--- config.mk ---
export PLATFORM = sky130hd
export DESIGN_NAME = urc_rxcmd
export DESIGN_NICKNAME = d
export VERILOG_FILES = /design/src/common/urc_pkg.sv /design/src/hdl/urc_sync.sv /design/src/hdl/urc_rxcmd.sv
export VERILOG_INCLUDE_DIRS = /design/src /design/src/common
export SDC_FILE = /design/constraint.sdc
export NUM_CORES = 1
export LEC_CHECK = 0
export BUFFER_PORTS_ARGS = -buffer_cell sky130_fd_sc_hd__buf_2
export CAP_MARGIN = 10
export CORE_MARGIN = 2
export CORE_UTILIZATION = 48
export CTS_BUF_LIST = sky130_fd_sc_hd__clkbuf_4
export CTS_CLUSTER_SIZE = 16
export DETAILED_ROUTE_END_ITERATION = 10
export HOLD_SLACK_MARGIN = 0.02
export PLACE_DENSITY = 0.74
export SLEW_MARGIN = 0
export SYNTH_ARGS = -nofsm -noshare
export SYNTH_HDL_FRONTEND = slang
export SYNTH_HIERARCHICAL = 1
export SYNTH_SLANG_ARGS = --single-unit
--- constraint.sdc ---
create_clock -name ref_clk -period 1.9 [get_ports ref_clk]
set_input_delay 0.38 -clock ref_clk [delete_from_list [all_inputs] [get_ports ref_clk]]
set_output_delay 0.38 -clock ref_clk [all_outputs]
set_load 0.05 [all_outputs]
--- src/common/urc_cfg.svh ---
// Purpose: Register offsets, reset values and field encodings of the RXCMD status block
// Assumes: Included by its bare name wherever the constants are needed
// Notes: Definitions only
`ifndef URC_CFG_SVH
`define URC_CFG_SVH

`define URC_REG_CTRL 4'h0
`define URC_REG_IRQ_STAT 4'h4
`define URC_REG_IRQ_MASK 4'h8
`define URC_REG_RXCMD 4'hC

`define URC_CTRL_FORCE_BIT 0
`define URC_CTRL_OTG_BIT 1
`define URC_CTRL_OTG_RST 1'b1

`define URC_IRQ_W 4
`define URC_IRQ_ID_BIT 0
`define URC_IRQ_RID_BIT 1
`define URC_IRQ_VBUS_BIT 2
`define URC_IRQ_LINE_BIT 3
`define URC_IRQ_MASK_RST 4'h3

`define URC_VBUS_BELOW_END 2'h0
`define URC_VBUS_END_TO_SESS 2'h1
`define URC_VBUS_SESS_TO_VLD 2'h2
`define URC_VBUS_VALID 2'h3

`define URC_EVT_NONE 2'h0
`define URC_EVT_RX_ACTIVE 2'h1
`define URC_EVT_RX_ERROR 2'h3
`define URC_EVT_DISCONNECT 2'h2

`endif

--- src/common/urc_pkg.sv ---
// Purpose: Types shared by the RXCMD status block
// Assumes: Constants live in urc_cfg.svh
// Notes: Struct fields are listed from the most significant bit down
package urc_pkg;

  typedef enum logic [2:0] {
    S_START = 3'b000,
    S_LINK = 3'b001,
    S_TA_UP = 3'b010,
    S_OWN = 3'b011,
    S_TA_DN = 3'b100
  } urc_state_t;

  // Analog comparator and pin levels, asynchronous to ref_clk
  typedef struct packed {
    logic rid_done;
    logic id;
    logic vbus_vld;
    logic sess_vld;
    logic sess_end;
    logic dm;
    logic dp;
  } urc_pins_t;

  typedef struct packed {
    logic low_power;
    logic serial;
    logic carkit;
  } urc_mode_t;

  typedef struct packed {
    logic active;
    logic error;
    logic host_disc;
    logic valid;
    logic [7:0] data;
  } urc_rx_t;

  typedef struct packed {
    logic alt_int;
    logic id;
    logic [1:0] rx_event;
    logic [1:0] vbus;
    logic [1:0] line;
  } urc_rxcmd_t;

endpackage

--- src/hdl/urc_sync.sv ---
// Purpose: Two-stage synchroniser for a group of asynchronous levels
// Assumes: Each bit is an independent level
// Notes: Bits may resolve one cycle apart from each other
`timescale 1ns/1ns
module urc_sync #(
  parameter int WIDTH = 7
) (
  input wire logic ref_clk,
  input wire logic reset,
  input wire logic [WIDTH-1:0] async_in,
  output logic [WIDTH-1:0] sync_out
);

  genvar gi;
  generate
    for (gi = 0; gi < WIDTH; gi++) begin : g_bit
      logic meta_q;
      logic sync_q;
      always_ff @(posedge ref_clk or posedge reset) begin
        if (reset) begin
          meta_q <= 1'b0;
          sync_q <= 1'b0;
        end else begin
          meta_q <= async_in[gi];
          sync_q <= meta_q;
        end
      end
      assign sync_out[gi] = sync_q;
    end
  endgenerate

endmodule // urc_sync

--- src/hdl/urc_rxcmd.sv ---
// Purpose: Builds the RXCMD status byte and decides when it goes out on the ULPI bus
// Assumes: Link, receiver, transmitter and mode logic run on ref_clk; pins_a is asynchronous
// Notes: The byte always carries the values sampled in the cycle before it is driven
`timescale 1ns/1ns
`include "urc_cfg.svh"

// Functional notes
// - Send only in synchronous mode owning bus
// - Line change with DIR low takes bus
// - During receive, status byte when NXT low
// - During transmit, hold bytes until STP seen
// - Send on VBUS or ID comparator change
// - Send after start-up DIR release, STP low
// - Send on leaving special mode after STP
// - Line state in bits one and zero
// - Bits three-two encode VBUS level
// - Bits five-four encode receive events
// - Bit six follows ID pin level
// - Bit seven flags unmasked latched interrupt
// - ID change, resistance done raise latch
// - OTG enable adds VBUS and ID
// - One undriven turnaround cycle per DIR change
// - Bit zero is D+, bit one D-
module urc_rxcmd (
  input wire logic ref_clk,
  input wire logic reset,
  input wire logic [3:0] reg_addr,
  input wire logic [7:0] reg_wdata,
  input wire logic reg_wr,
  input wire logic reg_rd,
  output logic [7:0] reg_rdata,
  input wire urc_pkg::urc_pins_t pins_a,
  input wire urc_pkg::urc_rx_t rx,
  input wire logic tx_active,
  input wire urc_pkg::urc_mode_t mode,
  input wire logic pll_locked,
  input wire logic ulpi_stp,
  output logic ulpi_dir,
  output logic ulpi_nxt,
  output logic [7:0] ulpi_data_out,
  output logic ulpi_data_oe,
  output logic irq
);

  logic [6:0] pins_raw;
  urc_pkg::urc_pins_t pin_s;
  urc_pkg::urc_state_t st_q, st_d;
  urc_pkg::urc_rxcmd_t cur_cmd, sent_q;
  logic dir_q, dir_d, nxt_q, nxt_d, oe_q, oe_d;
  logic [7:0] data_q, data_d, rdata_q;
  logic irq_q, otg_en_q, force_q, boot_q, tx_stp_q, mode_stp_q, alt_prev_q;
  logic [`URC_IRQ_W-1:0] stat_q, mask_q, irq_ev;
  logic id_prev_q, rid_prev_q;
  logic [1:0] arm_q;
  logic [1:0] vbus_prev_q, line_prev_q;
  logic alt_now, sync_ok, hold, need, send, mode_exit, force_set, alt_int;
  logic wr_ctrl, wr_stat, wr_mask;

  urc_sync #(.WIDTH(7)) u_sync (
    .ref_clk(ref_clk),
    .reset(reset),
    .async_in(pins_a),
    .sync_out(pins_raw)
  );
  assign pin_s = urc_pkg::urc_pins_t'(pins_raw);

  // Register port
  assign wr_ctrl = reg_wr && (reg_addr == `URC_REG_CTRL);
  assign wr_stat = reg_wr && (reg_addr == `URC_REG_IRQ_STAT);
  assign wr_mask = reg_wr && (reg_addr == `URC_REG_IRQ_MASK);

  always_ff @(posedge ref_clk or posedge reset) begin
    if (reset) begin
      otg_en_q <= `URC_CTRL_OTG_RST;
      mask_q <= `URC_IRQ_MASK_RST;
    end else begin
      if (wr_ctrl) begin
        otg_en_q <= reg_wdata[`URC_CTRL_OTG_BIT];
      end
      if (wr_mask) begin
        mask_q <= reg_wdata[`URC_IRQ_W-1:0];
      end
    end
  end

  // Unmapped or idle cycles read as zero
  always_ff @(posedge ref_clk or posedge reset) begin
    if (reset) begin
      rdata_q <= 8'h00;
    end else if (reg_rd) begin
      case (reg_addr)
        `URC_REG_CTRL: rdata_q <= {6'h00, otg_en_q, 1'b0};
        `URC_REG_IRQ_STAT: rdata_q <= {4'h0, stat_q};
        `URC_REG_IRQ_MASK: rdata_q <= {4'h0, mask_q};
        `URC_REG_RXCMD: rdata_q <= sent_q;
        default: rdata_q <= 8'h00;
      endcase
    end else begin
      rdata_q <= 8'h00;
    end
  end

  // Interrupt latch; a new event outranks a write-one clear in the same cycle
  always_ff @(posedge ref_clk or posedge reset) begin
    if (reset) begin
      id_prev_q <= 1'b0;
      rid_prev_q <= 1'b0;
      vbus_prev_q <= 2'h0;
      line_prev_q <= 2'h0;
      arm_q <= 2'h0;
    end else begin
      if (arm_q != 2'h3) begin
        arm_q <= arm_q + 2'h1;
      end
      id_prev_q <= pin_s.id;
      rid_prev_q <= pin_s.rid_done;
      vbus_prev_q <= cur_cmd.vbus;
      line_prev_q <= cur_cmd.line;
    end
  end

  // History starts at zero, so edges are ignored until real pin levels are held
  always_comb begin
    irq_ev = '0;
    if (arm_q == 2'h3) begin
      irq_ev[`URC_IRQ_ID_BIT] = pin_s.id != id_prev_q;
      irq_ev[`URC_IRQ_RID_BIT] = pin_s.rid_done && !rid_prev_q;
      irq_ev[`URC_IRQ_VBUS_BIT] = cur_cmd.vbus != vbus_prev_q;
      irq_ev[`URC_IRQ_LINE_BIT] = cur_cmd.line != line_prev_q;
    end
  end

  always_ff @(posedge ref_clk or posedge reset) begin
    if (reset) begin
      stat_q <= '0;
    end else begin
      stat_q <= (stat_q & ~(wr_stat ? reg_wdata[`URC_IRQ_W-1:0] : '0)) | irq_ev;
    end
  end

  assign alt_int = |(stat_q & mask_q);

  always_ff @(posedge ref_clk or posedge reset) begin
    if (reset) begin
      irq_q <= 1'b0;
    end else begin
      irq_q <= alt_int;
    end
  end

  // Status byte from the latest sampled values
  always_comb begin
    cur_cmd.line = {pin_s.dm, pin_s.dp};
    if (!otg_en_q) begin
      cur_cmd.vbus = `URC_VBUS_BELOW_END;
    end else if (pin_s.vbus_vld) begin
      cur_cmd.vbus = `URC_VBUS_VALID;
    end else if (pin_s.sess_vld) begin
      cur_cmd.vbus = `URC_VBUS_SESS_TO_VLD;
    end else if (!pin_s.sess_end) begin
      cur_cmd.vbus = `URC_VBUS_END_TO_SESS;
    end else begin
      cur_cmd.vbus = `URC_VBUS_BELOW_END;
    end
    if (rx.host_disc) begin
      cur_cmd.rx_event = `URC_EVT_DISCONNECT;
    end else if (rx.active) begin
      cur_cmd.rx_event = rx.error ? `URC_EVT_RX_ERROR : `URC_EVT_RX_ACTIVE;
    end else begin
      cur_cmd.rx_event = `URC_EVT_NONE;
    end
    cur_cmd.id = otg_en_q && pin_s.id;
    cur_cmd.alt_int = alt_int;
  end

  // Scheduling
  assign alt_now = mode.low_power || mode.serial || mode.carkit;
  assign sync_ok = !alt_now && (st_q != urc_pkg::S_START);
  assign hold = tx_active && !tx_stp_q;
  // Comparing with the last byte sent merges coinciding changes into one byte
  assign need = (cur_cmd != sent_q) || force_q;
  assign mode_exit = alt_prev_q && !alt_now;

  always_ff @(posedge ref_clk or posedge reset) begin
    if (reset) begin
      tx_stp_q <= 1'b0;
    end else if (!tx_active) begin
      tx_stp_q <= 1'b0;
    end else if (ulpi_stp) begin
      tx_stp_q <= 1'b1;
    end
  end

  always_ff @(posedge ref_clk or posedge reset) begin
    if (reset) begin
      alt_prev_q <= 1'b0;
      mode_stp_q <= 1'b0;
    end else begin
      alt_prev_q <= alt_now;
      if (mode_exit) begin
        mode_stp_q <= 1'b0;
      end else if (alt_now && ulpi_stp) begin
        mode_stp_q <= 1'b1;
      end
    end
  end

  always_ff @(posedge ref_clk or posedge reset) begin
    if (reset) begin
      boot_q <= 1'b1;
    end else if (st_q == urc_pkg::S_TA_DN) begin
      boot_q <= 1'b0;
    end
  end

  assign force_set = (wr_ctrl && reg_wdata[`URC_CTRL_FORCE_BIT])
    || (st_q == urc_pkg::S_TA_DN && boot_q && !ulpi_stp)
    || (mode_exit && mode_stp_q)
    || (tx_active && ulpi_stp && !tx_stp_q);

  always_ff @(posedge ref_clk or posedge reset) begin
    if (reset) begin
      force_q <= 1'b0;
    end else if (force_set) begin
      force_q <= 1'b1;
    end else if (send) begin
      force_q <= 1'b0;
    end
  end

  // Bus state and the values the pins take in the next cycle
  always_comb begin
    st_d = st_q;
    case (st_q)
      urc_pkg::S_START: begin
        if (pll_locked) begin
          st_d = urc_pkg::S_TA_DN;
        end
      end
      urc_pkg::S_LINK: begin
        if (sync_ok && (rx.active || (need && !hold))) begin
          st_d = urc_pkg::S_TA_UP;
        end
      end
      urc_pkg::S_TA_UP: st_d = sync_ok ? urc_pkg::S_OWN : urc_pkg::S_TA_DN;
      urc_pkg::S_OWN: begin
        if (!(rx.active && sync_ok)) begin
          st_d = urc_pkg::S_TA_DN;
        end
      end
      urc_pkg::S_TA_DN: st_d = urc_pkg::S_LINK;
      default: st_d = urc_pkg::S_LINK;
    endcase
    dir_d = st_d == urc_pkg::S_START || st_d == urc_pkg::S_TA_UP || st_d == urc_pkg::S_OWN;
    oe_d = st_d == urc_pkg::S_OWN;
    nxt_d = 1'b0;
    data_d = 8'h00;
    send = 1'b0;
    if (st_d == urc_pkg::S_TA_UP) begin
      nxt_d = rx.active;
    end else if (st_d == urc_pkg::S_OWN) begin
      if (rx.active && rx.valid) begin
        nxt_d = 1'b1;
        data_d = rx.data;
      end else begin
        data_d = cur_cmd;
        send = 1'b1;
      end
    end
  end

  always_ff @(posedge ref_clk or posedge reset) begin
    if (reset) begin
      st_q <= urc_pkg::S_START;
      dir_q <= 1'b1;
      nxt_q <= 1'b0;
      oe_q <= 1'b0;
      data_q <= 8'h00;
    end else begin
      st_q <= st_d;
      dir_q <= dir_d;
      nxt_q <= nxt_d;
      oe_q <= oe_d;
      data_q <= data_d;
    end
  end

  always_ff @(posedge ref_clk or posedge reset) begin
    if (reset) begin
      sent_q <= '0;
    end else if (send) begin
      sent_q <= cur_cmd;
    end
  end

  assign reg_rdata = rdata_q;
  assign ulpi_dir = dir_q;
  assign ulpi_nxt = nxt_q;
  assign ulpi_data_out = data_q;
  assign ulpi_data_oe = oe_q;
  assign irq = irq_q;
endmodule // urc_rxcmd

### Word-level counts from Yosys, hierarchy flattened

Index checks and enable logic that the tools add are counted.

* logic and storage cells: 131
* latch bits: 0
* RAM bits: 0
* memories kept: 0
* memory bits (read-only): 0
* input bits: 41
* register bits after elaboration: 67

* $lt $le $gt $ge: 0
* $mul: 0
* bitwise operators: 4
* equality and inequality tests: 16
* shifts and indexed selects: 0
* $add $sub $neg: 1
* reductions and logical operators: 40
* multiplexer cells: 31
* divide/modulo/power cells: 0

Operator list (number)
* 8-bit 2-to-1 mux: 4
* 8-bit one-hot mux with 4 select lines: 1
* 1-bit logical AND: 19
* 1-bit 2-to-1 mux: 13
* 3-bit by 2-bit equality test with 1-bit output, second input constant: 4
* 2-bit 2-to-1 mux: 6
* 3-bit 2-to-1 mux: 4
* 3-bit one-hot mux with 4 select lines: 1
* 1-bit logical OR: 9
* 4-bit bitwise AND: 2
* 4-bit equality test, second input constant: 2
* 4-bit 2-to-1 mux: 2
* 8-bit != test: 1
* 3-bit zero test: 2
* 1-bit zero test: 5
* 4-bit by 3-bit equality test with 1-bit output, second input constant: 1
* 4-bit zero test: 1
* 2-bit != test: 2
* 4-bit NOT: 1
* 4-bit bitwise OR: 1
* 2-bit nonzero test: 2
* 4-bit OR reduction: 1
* 3-bit by 1-bit equality test with 1-bit output, second input constant: 1
* 3-bit equality test, second input constant: 1
* other kinds (6): 6

### Longest topological paths before layout

Gate-level depths: netlist (run 1).

* word-level depth: 16
* gate-level depth with buffers: 7
* gate-level depth less buffers: 6

### By module

Netlist (run 1), hierarchy kept.

By module, submodules not included
* urc_rxcmd: seq. area each 1332.5 sq um, area each 2352.3 sq um, cells each 195, instances 1
* urc_sync: seq. area each 350.3 sq um, area each 406.6 sq um, cells each 22, instances 1

### Worst setup path before layout (run 1)

No wires, ideal clock.

* path kind: register -> register
* start: register stat_q[0]
* end: register st_q[1]
* arrival: 1554 ps
* library setup time: 127 ps
* period minus slack after synthesis: 1681 ps
* buffers on the path: 0
* cell stages (with the launch flop): 6
* setup slack: 219 ps
* path through: dfrtp_1 > a22o_1 > or3_1 > a221o_1 > o31ai_1 > a21boi_1

* longest elaborated chain between the ends: 9

Ends and longest elaborated chain
* start: declaration: line urc_rxcmd.sv:52 `` logic [`URC_IRQ_W-1:0] stat_q, mask_q, irq_ev; ``
* start signal: assignment: line urc_rxcmd.sv:137 `` stat_q <= (stat_q & ~(wr_stat ? reg_wdata[`URC_IRQ_W-1:0] : '0)) | irq_ev; ``
* 4-bit bitwise AND: line urc_rxcmd.sv:141 `assign alt_int = |(stat_q & mask_q);`
* 4-bit OR reduction: line urc_rxcmd.sv:141
* 8-bit != test: line urc_rxcmd.sv:181 `assign need = (cur_cmd != sent_q) || force_q;`
* 1-bit logical OR: line urc_rxcmd.sv:181
* 1-bit logical AND: line urc_rxcmd.sv:241 `if (sync_ok && (rx.active || (need && !hold))) begin`
* 1-bit logical OR: line urc_rxcmd.sv:241
* 1-bit logical AND: line urc_rxcmd.sv:241
* 3-bit 2-to-1 mux: line urc_rxcmd.sv:241
* 3-bit one-hot mux with 4 select lines: line urc_rxcmd.sv:234 `case (st_q)`
* named net st_d[1]: line urc_rxcmd.sv:47 `urc_pkg::urc_state_t st_q, st_d;`
* end signal: assignment: line urc_rxcmd.sv:274 `st_q <= urc_pkg::S_START;`
* end signal: assignment: line urc_rxcmd.sv:280 `st_q <= st_d;`
* end: declaration: line urc_rxcmd.sv:47

The timed path passes the listed nets, and every way through them passes these cells.
A chain may end at the register's enable or synchronous reset.

### Worst setup path after layout (run 1)

Same ends and word-level chain as after synthesis.

==> impl_metrics.yaml, run 1 <==
sta:
  setup_tns_ns: 0
  fmax_mhz: 546
  post-route-min-period_ns: 1.83
  max_slew_margin_pct: 58.3
  finalMaxSlewViolations: 0
  fin_worst_skew_ns: 0.00899
  hold_violations: 0
  setup_violations: 0
  worst_slew_pin_slew_ns: 0.619
  min_period_over_period_pct: 96.5
  rsz0062_at_grt: "no"
clock_tree:
  cts.sinks: 67
  htree_levels: 3
  postCtsHoldBufs: 1
  clk_path_buf_depth: 2
  cts_resized: 0
  path_clk_slew_ns: 0.10
  cts_tree: "done"
  numCtsBuffers: 9
  root_buffer: "clkbuf_4"
  clk_latency_ns: 0.41
  cts_setup_buffers: 0
final_layout:
  fin_nets: 324
  regArea_um2: 1680
  design_area_um2: 3250
  mostFrequentLayoutCell: "dfrtp_1"
  layout_common_cells: "dfrtp_1 (62), buf_2 (56), nand2_1 (19)"
  fill_cells: 500
  multi_input_area_um2: 968
  n_antenna_cell: 0
  syn2layout_area_growth_pct: 17.8
  final_util_pct: 58.7
  drive_above_1_share_pct: 38.7
die:
  die_y_um: 79.8
  die_area_um2: 6370
  rows: 27
  die_x_um: 79.8
  start_util_pct: 49.8
  core_um2: 5540
  io_pins: 61
critical_path:
  path_class: "reg2reg"
  path_cells: "a22o_1 > or3_1 > a221o_1 > o31ai_1 > a21boi_1"
  cp_num_buf_inv: 0
  worstPathRequired_ns: 2.19
  arrival_ns: 2.13
  critPathLaunchType: "flop"
  crit_family: "compound AO/OA/AOI/OAI gates"
  endpoint_kind: "flop"
  critical_path.max_fanout: 4
  slowest_delay_ns: 0.42
  worst_path_max_delay_cell: "dfrtp_1"
global_routing:
  first_global_vias: 1780
  grt_pass1_wl_um: 8300
  track_usage_pct: 17.8
  grt_max_degree: 54
  grt_antenna_before_repair: 0
  grt_overflow: 0
power_and_ir_drop:
  peakVddDrop_mv: 0.520
  p_leak_nw: 1.63
  p_per_area_nw_per_um2: 965
routing:
  drtIter0Drc: 86
  ant_nets: 0
  wirelength_um: 5240
  wl_per_cell_um: 14.6
  avgViaCountPerCell: 5.18
  drc: 0
  drt_pass1_iterations: 4
  vias: 1860
synthesis:
  netlist_area_um2: 2760
  async_flop_share_pct: 100
  synth-edff-count: 0
  ys_warn_count: 6
  ys_ff_latch: 67
  syn_inst: 217
  synth_cell_types: 53
  ys.flop_type: "dfrtp_1"
  syn_area_per_cell_um2: 12.7
  synthesis.nets: 259
  yosysSeqAreaShare_pct: 61.0
placed_design:
  placedInstanceArea_um2: 3110
  io_buffers: 56
  gp_routability_congestion: 0.768
  dp_hpwl_um: 3830
run:
  maxCapViolCount: 0
min_path:
  min_path_type: "in2reg"
run_status:
  status: "finished clean"
worst reg2reg max path: cells and delay by family, from the launching register on:
family,cells,cell delay (ns)
AO/OA/AOI/OAI,4,0.96
flip-flops,1,0.42
AND/OR/NAND/NOR,1,0.34
final cells by class:
| type | instances | share of cell area (%) |
|---|---|---|
| flip-flops and latches | 67 | 51.8 |
| multi-input cells | 134 | 29.8 |
| repair buffers | 64 | 10.9 |
| well taps | 72 | 2.77 |
| clock buffers | 10 | 2.31 |
| clock inverters | 6 | 1.73 |
| inverters | 6 | 0.693 |
stage by stage:
step	power (mW)	hold WS (ns)	instances	worst slack, ns
floorplan	2.11	0.269	217	0.219
global placement	2.25	0.333	342	0.123
detailed placement	2.28	0.336	342	0.0908
CTS	3.18	0.0413	359	0.0707
global route	3.30	0.0471	359	0.0169
finish	3.14	0.0731	359	0.0671
flip-flops by register name, summed over array words and instances, names as in the netlist, 2 cells and up:
signal               flops
reg_rdata                8
sent_q                   8
ulpi_data_out            8
u_sync/g_bit.meta_q      7
u_sync/g_bit.sync_q      7
mask_q                   4
stat_q                   4
st_q                     3
arm_q                    2
line_prev_q              2
vbus_prev_q              2
synthesized netlist by cell type, drive strengths merged, types with 3 or more instances:
library cell / n / area (um^2)
mux2: 11 / 124
nor3: 3 / 26.3
buf: 9 / 75.1
a21oi: 6 / 30.0
nand2: 21 / 88.8
a21o: 9 / 68.8
xnor2: 4 / 35.0
a22o: 5 / 43.8
nor2: 11 / 51.3
dfrtp: 62 / 1550
nand2b: 3 / 18.8
xor2: 6 / 52.6
inv: 6 / 22.5
dfstp: 5 / 131
a32o: 3 / 30.0
nor2b: 5 / 33.8
o21ai: 8 / 40.0
a22oi: 5 / 37.5
and3: 4 / 26.3
and2: 4 / 25.0
a21boi: 3 / 22.5
path summary, 6_finish.rpt:
kind                                        start                     end  slack, ns  depth (start not counted)
min in group asynchronous                   reset  u_sync/g_bit[3].meta_q       0.54                          3
min                                     pins_a[2]  u_sync/g_bit[2].meta_q       0.07                          1
max                                     stat_q[0]                 st_q[1]       0.07                          5
max in group asynchronous                   reset  u_sync/g_bit[1].sync_q       1.03                          3
min reg2reg                u_sync/g_bit[5].meta_q  u_sync/g_bit[5].sync_q       0.36                          0
max reg2reg                             stat_q[0]                 st_q[1]       0.07                          5
layer usage:
layer / track usage, % / share of wire (%) / vias up
met5: 0 / 0 / -
met1: 21.3 / 44 / 904
met4: 11.0 / 3.3 / 0
li1: - / - / 889
met3: 4.30 / 4.4 / 15
met2: 28.9 / 49 / 52
cells by family (layout without fill, tap and decap cells):
family,Yosys count,count (layout),synth area share (%)
and+or+nand+nor,64,64,13.8
muxes,12,12,5.31
xor gates and xnor gates,10,10,3.17
buffers and inverters,16,86,3.90
adders and majority gates,1,1,0.453
DFF,67,67,61.0
AOI/OAI and AO/OA,47,47,12.4
power breakdown:
| part | switching [mW] | internal [mW] |
|---|---|---|
| Clock | 0.480 | 0.405 |
| Sequential | 0.116 | 1.57 |
| Combinational | 0.319 | 0.247 |
(Power assumes the default switching activity.)
==> run 2, diff against run 1 <==
Clock period 1.9 ns to 2.3 ns, I/O delays scaled along.
==> run 2 against run 1 <==
Effect of this change: combinational power down 20%; cell area down 0.42%; worst setup slack better by 0.41 ns; critical path depth unchanged; clock power down 4.9%; hold slack worse by 0.0022 ns; non-clock buffer count down 3; sequential share of layout area up 0.22 points; highest routed layer unchanged.
==> impl_metrics.yaml, run 2 (same netlist as run 1, synthesis figures left out) <==
run_status:
  status: "finished clean"
placed_design:
  gp_routability_congestion: 0.840
  io_buffers: 56
  placedInstanceArea_um2: 3080
  dp_hpwl_um: 3780
routing:
  avgViaCountPerCell: 5.09
  dr_wl_met2_um: 2420
  dr_wl_met3_um: 217
  wirelength_um: 5010
  drt-met1-wl_um: 2270
  drtIter0Drc: 58
  drt_pass1_iterations: 4
  wl_per_cell_um: 14.1
  ant_nets: 0
  top_layer_used: "met4"
  vias: 1811
  drc: 0
die:
  die_area_um2: 6370
  start_util_pct: 49.8
  rows: 27
  core_um2: 5540
  die_y_um: 79.8
  io_pins: 61
  die_x_um: 79.8
critical_path:
  cp_num_buf_inv: 0
  endpoint_kind: "flop"
  worst_path_max_delay_cell: "dfrtp_1"
  path_cells: "a22o_1 > or3_1 > a221o_1 > o31ai_1 > a21boi_1"
  crit_family: "compound AO/OA/AOI/OAI gates"
  slowest_delay_ns: 0.44
  path_class: "reg2reg"
  critical_path.max_fanout: 4
  arrival_ns: 2.11
  critPathLaunchType: "flop"
  worstPathRequired_ns: 2.58
final_layout:
  regArea_um2: 1680
  design_area_um2: 3240
  final_util_pct: 58.4
  fin_nets: 321
  fill_cells: 491
  syn2layout_area_growth_pct: 17.3
  drive_above_1_share_pct: 38.0
  multi_input_area_um2: 968
  n_antenna_cell: 0
  mostFrequentLayoutCell: "dfrtp_1"
  layout_common_cells: "dfrtp_1 (62), buf_2 (56), nand2_1 (19)"
run:
  maxCapViolCount: 0
sta:
  min_period_over_period_pct: 79.5
  finalMaxSlewViolations: 0
  fin_worst_skew_ns: 0.0127
  max_slew_margin_pct: 56.9
  post-route-min-period_ns: 1.83
  setup_violations: 0
  rsz0062_at_grt: "no"
  setup_tns_ns: 0
  worst_slew_pin_slew_ns: 0.645
  hold_violations: 0
  fmax_mhz: 547
power_and_ir_drop:
  p_leak_nw: 1.62
  finalPower_mw: 2.69
  p_per_area_nw_per_um2: 830
  peakVddDrop_mv: 0.431
clock_tree:
  numCtsBuffers: 9
  postCtsHoldBufs: 0
  clk_latency_ns: 0.40
  clk_path_buf_depth: 2
  root_buffer: "clkbuf_4"
  cts_setup_buffers: 0
  cts_resized: 0
  htree_levels: 3
  cts_tree: "done"
  cts.sinks: 67
  path_clk_slew_ns: 0.11
global_routing:
  grt_pass1_wl_um: 8450
  track_usage_pct: 17.9
  first_global_vias: 1844
  grt_max_degree: 30
  grt_overflow: 0
  grt_antenna_before_repair: 0
min_path:
  min_path_type: "in2async"
## run 2: changes by cell type in the layout (fill, tap and decap cells not counted)
cell | before | now
clkinv_1 | 1 | 2
dlygate4sd3_1 | 1 | 0
buf_4 | 6 | 5
buf_12 | 1 | 0
clkinv_2 | 3 | 1
bufinv_16 | 1 | 2
## run 2: routing by layer
| metal | global-route usage, % | vias to the layer above |
|---|---|---|
| li1 | - | 884 |
| met1 | 23.0 | 864 |
| met2 | 27.3 | 52 |
| met3 | 4.30 | 11 |
| met4 | 11.4 | 0 |
| met5 | 0 | - |
## run 2: cell type report
class	instances	share of cell area, %
flip-flops and latches	67	52.0
multi-input cells	134	29.9
repair buffers	61	9.82
well taps	72	2.78
clock inverters	6	2.47
clock buffers	10	2.32
inverters	6	0.696
## run 2: path summary, 6_finish.rpt
kind,from,end,slack [ns],depth (start not counted)
setup / recovery,stat_q[0],st_q[1],0.47,5
max in group asynchronous,reset,otg_en_q,1.45,3
hold / removal,reset,u_sync/g_bit[0].meta_q,0.07,2
min in group ref_clk,pins_a[0],u_sync/g_bit[0].meta_q,0.16,1
setup reg to reg,stat_q[0],st_q[1],0.47,5
hold reg to reg,u_sync/g_bit[1].meta_q,u_sync/g_bit[1].sync_q,0.36,0
## run 2: metrics by stage
stage / hold slack (ns) / std cells / worst slack, ns
floorplan: 0.331 / 217 / 0.561
global placement: 0.332 / 340 / 0.374
detailed placement: 0.335 / 340 / 0.323
CTS: 0.0683 / 356 / 0.478
global route: 0.0887 / 356 / 0.344
finish: 0.0710 / 356 / 0.473
## run 2: power breakdown
group | switching [mW] | internal [mW]
combinational | 0.254 | 0.199
clock | 0.397 | 0.445
sequential | 0.0942 | 1.30
total | 0.746 | 1.94
==> run 3, diff against run 2 <==
Clock period 2.3 ns to 1.7 ns, I/O delays scaled along.
==> run 3 against run 2 <==
Effect of this change: the flow now finishes with violations (setup timing); combinational power grew 66%; core utilization increased by 3.8 points; power grew 34%; maximum frequency is 1.5% higher; critical path depth did not move; clock skew rose by 0.0045 ns; cell count increased by 7.3%; sequential power is 34% higher; via count increased by 8.6%; die area stayed put; first-iteration DRC count is 57% higher; hold slack better by 0.060 ns.
==> impl_metrics.yaml, run 3 (same netlist as run 1, synthesis figures left out) <==
global_routing:
  first_global_vias: 1997
  track_usage_pct: 19.4
  grt_pass1_wl_um: 9160
  grt_overflow: 0
  grt_max_degree: 35
  grt_antenna_before_repair: 0
sta:
  hold_violations: 0
  post-route-min-period_ns: 1.80
  rsz0062_at_grt: "yes"
  setup_tns_ns: -0.195
  worst_slack_ns: -0.101
  worst_slew_pin_slew_ns: 0.553
  fmax_mhz: 555
  min_period_over_period_pct: 106
  max_slew_margin_pct: 62.6
  finalMaxSlewViolations: 0
  fin_worst_skew_ns: 0.0173
  whs_ns: 0.131
  setup_violations: 3
die:
  core_um2: 5540
  die_area_um2: 6370
  die_y_um: 79.8
  die_x_um: 79.8
  rows: 27
  start_util_pct: 49.8
  io_pins: 61
placed_design:
  gp_routability_congestion: 0.824
  dp.cells: 358
  io_buffers: 56
  dp_hpwl_um: 4180
  post-place-ws_ns: -0.116
clock_tree:
  clk_latency_ns: 0.40
  numCtsBuffers: 9
  htree_levels: 3
  cts.sinks: 67
  cts_setup_buffers: 0
  cts_tree: "done"
  root_buffer: "clkbuf_4"
  clk_path_buf_depth: 2
  path_clk_slew_ns: 0.12
critical_path:
  crit_family: "compound AO/OA/AOI/OAI gates"
  critical_path.max_fanout: 2
  arrival_ns: 2.08
  worst_path_max_delay_cell: "dfrtp_1"
  slowest_delay_ns: 0.40
  worstPathRequired_ns: 1.98
  cp_num_buf_inv: 0
  path_class: "reg2reg"
  endpoint_kind: "flop"
  path_cells: "a22o_1 > or3_1 > a221o_1 > o31ai_2 > a21boi_1"
  critPathLaunchType: "flop"
final_layout:
  syn2layout_area_growth_pct: 25.0
  n_antenna_cell: 0
  fill_cells: 458
  mostFrequentLayoutCell: "dfrtp_1"
  layout.cells.non_filler: 382
  layout_common_cells: "dfrtp_1 (62), buf_2 (56), buf_4 (22)"
  fin_nets: 347
  drive_above_1_share_pct: 41.0
power_and_ir_drop:
  finalPower_mw: 3.61
  p_per_area_nw_per_um2: 1050
  p_leak_nw: 1.73
  peakVddDrop_mv: 0.512
run:
  maxCapViolCount: 0
routing:
  drtIter0Drc: 91
  avgViaCountPerCell: 5.15
  drt_pass1_iterations: 5
  drc: 0
  wirelength_um: 5600
  ant_nets: 0
  vias: 1967
  wl_per_cell_um: 14.7
min_path:
  min_path_type: "in2reg"
run_status:
  violations: "setup timing"
  status: "complete, but fails checks"
## run 3: area by class of cell
type / instances / area [um^2] / area share, %
clock inverter: 7 / 67.6 / 1.96
multi-input combinational: 134 / 973 / 28.2
sequential: 67 / 1680 / 48.8
inverter: 6 / 22.5 / 0.653
timing repair buffer: 87 / 546 / 15.8
clock buffer: 9 / 67.6 / 1.96
tap: 72 / 90.1 / 2.61
## run 3: metrics by stage
stage          instance area (um^2)  util (%)
3_5_place_dp                   3230      58.3
4_1_cts                        3440      62.2
2_1_floorplan                  2760         -
6_report                       3450      62.3
3_3_place_gp                   3230      58.3
5_1_grt                        3450      62.3
## run 3: worst register-to-register path, cell delays in order, from the launching register on
cell and delay [ns]:
dfrtp_1 0.40, a22o_1 0.22, or3_1 0.35, a221o_1 0.40
o31ai_2 0.21, a21boi_1 0.10
## run 3: final timing paths
path	from	endpoint	slack, ns	cells after the start
max	stat_q[0]	st_q[1]	-0.10	5
max reg2reg	stat_q[0]	st_q[1]	-0.10	5
min	rx[3]	ulpi_data_out[3]	0.13	2
min reg2reg	u_sync/g_bit[6].meta_q	u_sync/g_bit[6].sync_q	0.36	0
max in group asynchronous	reset	boot_q	0.64	4
min in group asynchronous	reset	vbus_prev_q[0]	0.48	3
## run 3: per-layer routing
layer / global-route usage (%) / share of wire [%] / vias up
li1: - / - / 934
met1: 24.5 / 43 / 963
met2: 31.5 / 50 / 60
met3: 5.20 / 4.5 / 10
met4: 8.31 / 1.8 / 0
met5: 0 / 0 / -
## run 3: power breakdown
group          internal [mW]  switching (mW)  leakage [nW]
Clock                  0.444           0.560        0.0714
Sequential              1.76           0.104         0.815
Combinational          0.344           0.407         0.844
Total                   2.54            1.07          1.73
## run 3: what timing repair did
action / in CTS / in global routing
setup endpoints to repair: 3 / 4
resized for setup: 0 / 2
hold buffers: 8 / 0
hold endpoints to repair: 37 / 0
